`src/bsp_pkg.sv`:
```
/*
 * bsp_pkg: constants and carrier types for the boot section protection block.
 * Assumes a 100 MHz system clock and a word-addressed program memory.
 */
package bsp_pkg;
    localparam int unsigned BSP_ADDR_W = 16;
    localparam logic [15:0] BSP_APP_RESET_ADDR = 16'h0000;
    localparam logic [15:0] BSP_BOOT_START_RESET = 16'hf000;
    localparam logic [1:0] BSP_FUSE_RESET = 2'h3;
    localparam logic [31:0] BSP_ADDR_CTRL = 32'h0000_0000;
    localparam logic [31:0] BSP_ADDR_LOCK = 32'h0000_0004;
    localparam logic [31:0] BSP_ADDR_FUSE = 32'h0000_0008;
    localparam logic [31:0] BSP_ADDR_VECTOR = 32'h0000_000c;
    localparam logic [31:0] BSP_ADDR_STATUS = 32'h0000_0010;
    localparam logic [31:0] BSP_ADDR_BOUND = 32'h0000_0014;
    localparam int unsigned BSP_CTRL_IVSEL_BIT = 0;
    localparam int unsigned BSP_CTRL_PROG_BIT = 1;
    localparam int unsigned BSP_CTRL_ERASE_BIT = 2;
    localparam int unsigned BSP_FUSE_BOOT_RESET_FUSE_BIT = 0;
    localparam int unsigned BSP_FUSE_HW_BOOT_ENABLE_FUSE_BIT = 1;
    localparam logic [1:0] BSP_RESP_OKAY = 2'h0;
    localparam logic [1:0] BSP_RESP_SLVERR = 2'h2;
    localparam logic [1:0] BSP_LOCK_MODE1 = 2'h3;
    localparam logic [1:0] BSP_LOCK_MODE2 = 2'h2;
    localparam logic [1:0] BSP_LOCK_MODE3 = 2'h0;
    localparam logic [1:0] BSP_LOCK_MODE4 = 2'h1;

    typedef struct packed {
        logic [15:0] pc;
        logic [15:0] addr;
        logic wr;
        logic rd;
    } bsp_access_s;

    typedef struct packed {
        logic [1:0] app_pair;
        logic [1:0] boot_pair;
    } bsp_locks_s;
endpackage : bsp_pkg

```
`src/bsp_protect.sv`:
```
/*
 * bsp_protect: lock bit checks on self-programming writes and program memory
 * reads, interrupt suppression, and reset vector selection, with an
 * AXI4-Lite register port for software and programming-mode access.
 * Assumes the core presents one access per cycle and fuse values come from
 * the programming interface only.
 */
// Decided for this implementation: the register addresses and the AXI4-Lite slave port.
// Overview of operation
// - a stored 1 means unprogrammed, a stored 0 means programmed
// - lock bits only go programmed by writes; chip erase restores unprogrammed
// - general memory lock modes never affect core writes or reads
// - application pair 11: all application writes and reads allowed
// - application pair 10: writes blocked, reads allowed
// - application pair 00: writes blocked, reads from boot section blocked
// - application pair 01: writes allowed, reads from boot section blocked
// - application modes 3,4, vectors in boot: interrupts off in application
// - boot pair 11: all boot section writes and reads allowed
// - boot pair 10: writes blocked, reads allowed
// - boot pair 00: writes blocked, reads from application blocked
// - boot pair 01: writes allowed, reads from application blocked
// - boot modes 3,4, vectors in application: interrupts off in boot
// - reset fuse 1 starts at 0x0000, 0 at boot loader address
// - the core can never change a fuse
// - hardware boot pin counts only when its enable fuse is programmed
// - pin is an input during reset, sampled at reset release
// - pin low at reset release forces the boot loader vector
`timescale 1ns/1ps
`default_nettype none
module bsp_protect (
    input wire logic clock_in,
    input wire logic rst_in,
    input wire logic clk_en_in,
    input wire bsp_pkg::bsp_access_s access_in,
    input wire logic [15:0] access_wdata_in,
    input wire logic hw_boot_pin_in,
    output logic hw_boot_pin_out,
    output logic hw_boot_pin_oe_out,
    input wire logic prog_mode_in,
    output logic flash_we_out,
    output logic [15:0] flash_addr_out,
    output logic [15:0] flash_wdata_out,
    output logic flash_re_out,
    output logic read_blocked_out,
    output logic write_blocked_out,
    output logic irq_suppress_out,
    output logic [15:0] reset_vector_out,
    input wire logic [31:0] s_axi_awaddr,
    input wire logic s_axi_awvalid,
    output logic s_axi_awready,
    input wire logic [31:0] s_axi_wdata,
    input wire logic [3:0] s_axi_wstrb,
    input wire logic s_axi_wvalid,
    output logic s_axi_wready,
    output logic [1:0] s_axi_bresp,
    output logic s_axi_bvalid,
    input wire logic s_axi_bready,
    input wire logic [31:0] s_axi_araddr,
    input wire logic s_axi_arvalid,
    output logic s_axi_arready,
    output logic [31:0] s_axi_rdata,
    output logic [1:0] s_axi_rresp,
    output logic s_axi_rvalid,
    input wire logic s_axi_rready
);
    import bsp_pkg::*;

    logic app_lock_bit_hi;
    logic app_lock_bit_lo;
    logic boot_lock_bit_hi;
    logic boot_lock_bit_lo;
    logic boot_reset_fuse;
    logic hw_boot_enable_fuse;
    logic vectors_in_boot;
    logic [15:0] boot_start;
    logic in_reset_d;
    logic hw_boot_pin_low;
    logic hw_boot_forced;
    logic [1:0] app_section_lock_pair;
    logic [1:0] boot_section_lock_pair;
    logic pc_in_boot;
    logic target_in_boot;
    logic wr_ok;
    logic rd_ok;
    logic [31:0] aw_addr;
    logic [31:0] w_data;
    logic [3:0] w_strb;
    logic aw_held;
    logic w_held;
    logic do_write;
    logic [1:0] next_bresp;
    logic [31:0] next_rdata;
    logic [1:0] next_rresp;
    logic write_blocked;
    logic read_blocked;

    assign app_section_lock_pair = {app_lock_bit_hi, app_lock_bit_lo};
    assign boot_section_lock_pair = {boot_lock_bit_hi, boot_lock_bit_lo};

    // section split: everything at or above boot_start is the boot loader
    assign pc_in_boot = access_in.pc >= boot_start;
    assign target_in_boot = access_in.addr >= boot_start;

    // only the boot and application lock pairs decide; no general memory lock is consulted
    always_comb begin
        wr_ok = 1'b1;
        rd_ok = 1'b1;
        if (target_in_boot) begin
            unique case (boot_section_lock_pair)
                BSP_LOCK_MODE1: begin
                    wr_ok = 1'b1;
                end
                BSP_LOCK_MODE2: begin
                    wr_ok = 1'b0;
                end
                BSP_LOCK_MODE3: begin
                    wr_ok = 1'b0;
                    rd_ok = pc_in_boot;
                end
                BSP_LOCK_MODE4: begin
                    rd_ok = pc_in_boot;
                end
            endcase
        end else begin
            unique case (app_section_lock_pair)
                BSP_LOCK_MODE1: begin
                    wr_ok = 1'b1;
                end
                BSP_LOCK_MODE2: begin
                    wr_ok = 1'b0;
                end
                BSP_LOCK_MODE3: begin
                    wr_ok = 1'b0;
                    rd_ok = !pc_in_boot;
                end
                BSP_LOCK_MODE4: begin
                    rd_ok = !pc_in_boot;
                end
            endcase
        end
    end

    // a refused access still shows on its own strobe so the core can see it
    assign write_blocked = access_in.wr && !wr_ok;
    assign read_blocked = access_in.rd && !rd_ok;

    // blocked accesses never reach the flash array
    always_ff @(posedge clock_in) begin
        if (rst_in) begin
            flash_we_out <= 1'b0;
            flash_re_out <= 1'b0;
            flash_addr_out <= 16'h0000;
            flash_wdata_out <= 16'h0000;
            write_blocked_out <= 1'b0;
            read_blocked_out <= 1'b0;
        end else if (clk_en_in) begin
            flash_we_out <= access_in.wr && wr_ok;
            flash_re_out <= access_in.rd && rd_ok;
            flash_addr_out <= access_in.addr;
            flash_wdata_out <= access_wdata_in;
            write_blocked_out <= write_blocked;
            read_blocked_out <= read_blocked;
        end
    end

    // interrupt masking while running in the section locked against the vectors
    // modes 3 and 4 share a programmed high bit, which is all this needs
    always_ff @(posedge clock_in) begin
        if (rst_in) begin
            irq_suppress_out <= 1'b0;
        end else if (clk_en_in) begin
            irq_suppress_out <=
                (vectors_in_boot && !pc_in_boot && !app_lock_bit_hi)
                || (!vectors_in_boot && pc_in_boot && !boot_lock_bit_hi);
        end
    end

    // pin is never driven: enable high means released, pin stays an input
    assign hw_boot_pin_out = 1'b0;
    assign hw_boot_pin_oe_out = 1'b1;

    // catch the pin at the first enabled edge after reset release
    // only the low level is remembered; the enable fuse gates it live, since the
    // fuse copy here is rebuilt by reset and would otherwise never be programmed
    always_ff @(posedge clock_in) begin
        if (rst_in) begin
            in_reset_d <= 1'b1;
            hw_boot_pin_low <= 1'b0;
        end else if (clk_en_in) begin
            in_reset_d <= 1'b0;
            if (in_reset_d) begin
                hw_boot_pin_low <= !hw_boot_pin_in;
            end
        end
    end

    // pin counts only while its enable fuse is programmed
    assign hw_boot_forced = hw_boot_pin_low && !hw_boot_enable_fuse;

    // fuses are re-read every cycle, so a fuse write in programming mode
    // moves the vector at once instead of after the next reset

    always_ff @(posedge clock_in) begin
        if (rst_in) begin
            reset_vector_out <= BSP_APP_RESET_ADDR;
        end else if (clk_en_in) begin
            if (hw_boot_forced || !boot_reset_fuse) begin
                reset_vector_out <= boot_start;
            end else begin
                reset_vector_out <= BSP_APP_RESET_ADDR;
            end
        end
    end

    // AXI4-Lite write path
    // address and data may come in either order; each is held until both are in
    // ready stays low while a response waits, so only one write is under way
    assign s_axi_awready = !aw_held && !s_axi_bvalid;
    assign s_axi_wready = !w_held && !s_axi_bvalid;
    assign do_write = aw_held && w_held && !s_axi_bvalid;

    always_ff @(posedge clock_in) begin
        if (rst_in) begin
            aw_held <= 1'b0;
            w_held <= 1'b0;
            aw_addr <= 32'h0000_0000;
            w_data <= 32'h0000_0000;
            w_strb <= 4'h0;
        end else if (clk_en_in) begin
            if (s_axi_awvalid && s_axi_awready) begin
                aw_held <= 1'b1;
                aw_addr <= s_axi_awaddr;
            end else if (do_write) begin
                aw_held <= 1'b0;
            end
            if (s_axi_wvalid && s_axi_wready) begin
                w_held <= 1'b1;
                w_data <= s_axi_wdata;
                w_strb <= s_axi_wstrb;
            end else if (do_write) begin
                w_held <= 1'b0;
            end
        end
    end

    // unmapped offsets answer with an error and change nothing
    always_comb begin
        next_bresp = BSP_RESP_SLVERR;
        unique case (aw_addr)
            BSP_ADDR_CTRL, BSP_ADDR_LOCK, BSP_ADDR_FUSE, BSP_ADDR_BOUND: begin
                next_bresp = BSP_RESP_OKAY;
            end
            BSP_ADDR_VECTOR, BSP_ADDR_STATUS: begin
                next_bresp = BSP_RESP_OKAY;
            end
            default: begin
                next_bresp = BSP_RESP_SLVERR;
            end
        endcase
    end

    always_ff @(posedge clock_in) begin
        if (rst_in) begin
            s_axi_bvalid <= 1'b0;
            s_axi_bresp <= BSP_RESP_OKAY;
        end else if (clk_en_in) begin
            if (do_write) begin
                s_axi_bvalid <= 1'b1;
                s_axi_bresp <= next_bresp;
            end else if (s_axi_bready) begin
                s_axi_bvalid <= 1'b0;
            end
        end
    end

    // lock bits: writes may only program (clear) bits; erase restores ones
    // an and-write means software can tighten a section but never unlock it
    always_ff @(posedge clock_in) begin
        if (rst_in) begin
            app_lock_bit_hi <= 1'b1;
            app_lock_bit_lo <= 1'b1;
            boot_lock_bit_hi <= 1'b1;
            boot_lock_bit_lo <= 1'b1;
        end else if (clk_en_in && do_write && w_strb[0]) begin
            if (aw_addr == BSP_ADDR_CTRL && prog_mode_in && w_data[BSP_CTRL_ERASE_BIT]) begin
                app_lock_bit_hi <= 1'b1;
                app_lock_bit_lo <= 1'b1;
                boot_lock_bit_hi <= 1'b1;
                boot_lock_bit_lo <= 1'b1;
            end else if (aw_addr == BSP_ADDR_LOCK) begin
                app_lock_bit_lo <= app_lock_bit_lo & w_data[0];
                app_lock_bit_hi <= app_lock_bit_hi & w_data[1];
                boot_lock_bit_lo <= boot_lock_bit_lo & w_data[2];
                boot_lock_bit_hi <= boot_lock_bit_hi & w_data[3];
            end
        end
    end

    // fuses and section boundary change only in programming mode
    always_ff @(posedge clock_in) begin
        if (rst_in) begin
            boot_reset_fuse <= BSP_FUSE_RESET[BSP_FUSE_BOOT_RESET_FUSE_BIT];
            hw_boot_enable_fuse <= BSP_FUSE_RESET[BSP_FUSE_HW_BOOT_ENABLE_FUSE_BIT];
            boot_start <= BSP_BOOT_START_RESET;
        end else if (clk_en_in && do_write && prog_mode_in) begin
            if (aw_addr == BSP_ADDR_FUSE && w_strb[0]) begin
                boot_reset_fuse <= w_data[BSP_FUSE_BOOT_RESET_FUSE_BIT];
                hw_boot_enable_fuse <= w_data[BSP_FUSE_HW_BOOT_ENABLE_FUSE_BIT];
            end
            if (aw_addr == BSP_ADDR_BOUND && w_strb[1:0] == 2'h3) begin
                boot_start <= w_data[15:0];
            end
        end
    end

    always_ff @(posedge clock_in) begin
        if (rst_in) begin
            vectors_in_boot <= 1'b0;
        end else if (clk_en_in && do_write && aw_addr == BSP_ADDR_CTRL && w_strb[0]) begin
            vectors_in_boot <= w_data[BSP_CTRL_IVSEL_BIT];
        end
    end

    // AXI4-Lite read path
    // a new address is taken only once the last read data has been accepted
    assign s_axi_arready = !s_axi_rvalid;

    always_comb begin
        next_rdata = 32'h0000_0000;
        next_rresp = BSP_RESP_OKAY;
        unique case (s_axi_araddr)
            BSP_ADDR_CTRL: begin
                next_rdata = {29'h0000_0000, 1'b0, prog_mode_in, vectors_in_boot};
            end
            BSP_ADDR_LOCK: begin
                next_rdata = {28'h000_0000, boot_section_lock_pair, app_section_lock_pair};
            end
            BSP_ADDR_FUSE: begin
                next_rdata = {30'h0000_0000, hw_boot_enable_fuse, boot_reset_fuse};
            end
            BSP_ADDR_VECTOR: begin
                next_rdata = {16'h0000, reset_vector_out};
            end
            BSP_ADDR_STATUS: begin
                next_rdata = {28'h000_0000, hw_boot_forced, irq_suppress_out,
                              write_blocked_out, read_blocked_out};
            end
            BSP_ADDR_BOUND: begin
                next_rdata = {16'h0000, boot_start};
            end
            default: begin
                next_rresp = BSP_RESP_SLVERR;
            end
        endcase
    end

    always_ff @(posedge clock_in) begin
        if (rst_in) begin
            s_axi_rvalid <= 1'b0;
            s_axi_rdata <= 32'h0000_0000;
            s_axi_rresp <= BSP_RESP_OKAY;
        end else if (clk_en_in) begin
            if (s_axi_arvalid && s_axi_arready) begin
                s_axi_rvalid <= 1'b1;
                s_axi_rdata <= next_rdata;
                s_axi_rresp <= next_rresp;
            end else if (s_axi_rready) begin
                s_axi_rvalid <= 1'b0;
            end
        end
    end
endmodule : bsp_protect
`default_nettype wire

```
`config.mk`:
```
export PLATFORM = sky130hd
export DESIGN_NAME = bsp_protect
export DESIGN_NICKNAME = d
export VERILOG_FILES = /design/src/bsp_pkg.sv /design/src/bsp_protect.sv
export SDC_FILE = /design/constraint.sdc
export NUM_CORES = 1
export LEC_CHECK = 0
export ABC_CLOCK_PERIOD_IN_PS = 1900
export BUFFER_PORTS_ARGS = -buffer_cell sky130_fd_sc_hd__buf_2
export CAP_MARGIN = 20
export CELL_PAD_IN_SITES_DETAIL_PLACEMENT = 2
export CELL_PAD_IN_SITES_GLOBAL_PLACEMENT = 2
export CORE_UTILIZATION = 25
export DETAILED_ROUTE_END_ITERATION = 10
export PLACE_DENSITY_LB_ADDON = 0.1
export SKIP_LAST_GASP = 1
export SYNTH_ARGS = -nofsm -noshare
export SYNTH_HDL_FRONTEND = slang
export SYNTH_SLANG_ARGS = --single-unit
```
`constraint.sdc`:
```
create_clock -name clock_in -period 1.9 [get_ports clock_in]
set_input_delay 0.38 -clock clock_in [delete_from_list [all_inputs] [get_ports clock_in]]
set_output_delay 0.38 -clock clock_in [all_outputs]
set_load 0.01 [all_outputs]
```
==> summary.txt <==
Outcome
  • Status: complete, but fails checks
  • Failing checks: negative setup slack

Setup path
  • Crit path launch type: flip-flop
  • Worst R2R Start: boot_start[6]$_SDFFE_PP0P_
  • CP endpoint kind: flip-flop
  • CP Class: reg -> reg
  • CP required: 2.24 ns
  • Critical path peak fanout: 2
  • CP arrival: approximately 2.4 ns
  • Crit. Startpoint: boot_start[6]$_SDFFE_PP0P_
  • FF-to-FF path depth: 8

Final layout
  • Area of the multi-input gates: roughly 4000 um^2
  • # diodes: 0
  • Fill count: 2974
  • Layout cells sized above 1: around 44%
  • Most frequent cells in the layout: 216 x buf_2, 132 x nand2_1, 132 x dfxtp_1
  • Register area: 3028 um^2
  • NumNets Final: approximately 1200
  • Area growth syn-to-layout: 43.97%
  • Most common cell after layout, fill and taps aside: buf_2

Logic synthesis
  • Post-synthesis register bit count: 150
  • Main flop type after synthesis: dfxtp_1
  • Share of flip-flops with an asynchronous set or reset: 0%
  • Mapped Area: slightly below 7000 um^2
  • Syn Area/Cell: around 9.0 um^2
  • Ys Warns: 0
  • EDFF count, synth: 0
  • Register area share after synthesis: around 44%
  • Distinct cells, synth: 59
  • Post-Syn Instances: 756

Clock tree
  • Worst-skew pair later-pin latency: 0.43 ns
  • H-tree levels: 4
  • Clk pin slew, worst setup/hold paths: roughly 0.070 ns
  • Hold buffers post-CTS: 0
  • CTS tree: built
  • Clock Path Buffers: 2
  • Number of CTS-inserted buffers: 17
  • Clk sink count: 150
  • Root Buffer: clkbuf_16

Routing
  • Via count: ~6400
  • First-pass detailed-route iteration total: 4
  • Wirelength per Cell: approximately 18 um
  • Via density: 4.622
  • Post-route DRC: 0
  • DRT iter0 DRCs: approximately 210
  • Post-route ant nets: 0
  • WL final: between 20000 and 25000 um

STA
  • Final hold vios: 0
  • Rel. slew slack: 45.79%
  • Clock Skew: between 0.015 and 0.02 ns
  • Worst Max-Slew Pin Slew: between 0.8 and 0.9 ns
  • Period utilization: 110.2%
  • Setup_tns: -1.631 ns
  • Fmax: 477.5 MHz
  • Unrepaired setup endpoints after global routing: yes
  • Finish-stage setup viols: 21
  • Final Slew Violations: 0
  • Post-layout min period: ~2.1 ns
  • Setup ws final: -0.1943 ns

Power
  • P per Cell Area: a little under 800 nW/um^2
  • Maximum VDD drop: roughly 0.35 mV
  • Total power: 7.537 mW
  • Leakage: roughly 4.2 nW

Floorplan
  • Die Y: between 150 and 200 um
  • Starting Density: about a quarter
  • Die W: between 150 and 200 um
  • Ports: 256
  • Core Footprint: around 26000 um^2
  • Die area: 27830 um^2
  • Row cnt: 59

Global route
  • Largest net degree at the start of global routing: 73
  • Vias in the first global route: around 6800
  • GRT overflow: 0
  • First-pass GRT wire length: ~38000 um
  • GR Util All Layers: between 15 and 20%
  • Initial antenna violation count: 0

Placed design
  • GPL Wtd Cong: 0.7366
  • I/O Buffers: 217
  • Hpwl dp: between 15000 and 20000 um

Min path
  • Hold Path Stages: 2
  • Worst Hold Class: in -> reg
  • Hold path startpoint: hw_boot_pin_in

Run
  • Max Cap Viol: 0
-- cells by family (layout without fill, tap and decap cells) --
logic type      count (synthesis)  count (layout)  synth area share [%]
flops                         150             150                 44.21
mux                            54              54                 8.344
compound gates                150             150                 15.14
simple gates                  284             284                 19.62
buf+inv                        84             352                 6.686
other cells                     2              20                0.1106
fa+ha+maj                      32              32                 5.894
-- Yosys cell counts, types with 8 or more instances --
cell | instances | share of area, %
a21oi_1 | 70 | 5.2
nor4_1 | 11 | 1.0
dfxtp_1 | 150 | 44
clkbuf_1 | 22 | 1.2
inv_1 | 23 | 1.3
nor2_1 | 87 | 4.8
a211o_1 | 10 | 1.3
buf_2 | 8 | 0.59
nand2_1 | 134 | 7.4
ha_1 | 32 | 5.9
a22oi_2 | 10 | 1.8
a22oi_1 | 18 | 2.0
buf_4 | 23 | 2.5
mux2i_1 | 51 | 7.5
o21ai_2 | 11 | 1.4
nand4_1 | 8 | 0.74
-- power breakdown --
group	total, mW	internal [mW]	switching (mW)
combinational	0.898	0.422	0.475
clock	3.32	1.78	1.53
sequential	3.32	3.25	0.0742
total	7.54	5.45	2.08
-- timing repair --
item,CTS,global route
gates cloned,1,0
setup endpoints to repair,28,28
setup buffers,7,3
pin swaps,12,32
endpoints found under the hold margin,0,0
resized for setup,33,55
-- worst max-delay path: stages, from the launching register on --
cell	delay, ns
dfxtp_2	0.34
inv_2	0.12
ha_4	0.21
nand3_1	0.10
a211oi_2	0.10
a2111oi_4	0.38
o21ai_2	0.13
or3b_1	0.40
a311oi_2	0.23
-- state kept, by name, indices dropped and copies added, names as in the netlist, 2 cells and up --
name,count
aw_addr,32
flash_wdata_out,16
boot_start,16
flash_addr_out,16
reset_vector_out,16
s_axi_rdata,16
w_data,16
w_strb,2
-- metal layers --
layer / wire, um / global-route usage [%]
met2: 12130 / 30.53
met3: 915 / 3.636
met1: 11010 / 21.82
met4: 319 / 4.992
met5: 0 / 0
-- stage by stage --
| stage | instance area, um^2 | hold slack (ns) | setup WS [ns] | std cells | util [%] |
|---|---|---|---|---|---|
| 2_1_floorplan | 7013 | 0.4352 | -0.1158 | 774 | - |
| 3_5_place_dp | 8743 | 0.4422 | -0.4327 | 1335 | 33.18 |
| 3_3_place_gp | 8736 | 0.4360 | -0.3902 | 1334 | 33.15 |
| 4_1_cts | 9528 | 0.1394 | -0.2075 | 1375 | 36.15 |
| 5_1_grt | 9779 | 0.1580 | -0.2898 | 1377 | 37.11 |
| 6_report | 9779 | 0.1641 | -0.1943 | 1377 | 37.11 |
-- final timing paths --
kind | slack, ns | end
min reg2reg | 0.45 | s_axi_rdata[10]$_SDFFE_PP0P_
max | -0.19 | irq_suppress_out$_SDFFE_PP0P_
min | 0.16 | hw_boot_pin_low$_SDFFE_PP0P_
max reg2reg | -0.19 | irq_suppress_out$_SDFFE_PP0P_
-- cell type report --
type / count / area share (%)
Sequential cell: 150 / 30.96
Multi-Input combinational cell: 540 / 39.83
Clock inverter: 13 / 1.139
Clock buffer: 19 / 4.632
Inverter: 23 / 0.9596
Timing Repair Buffer: 297 / 18.19
Tap cell: 335 / 4.286
Note: power is estimated with default switching activity, not from simulation.
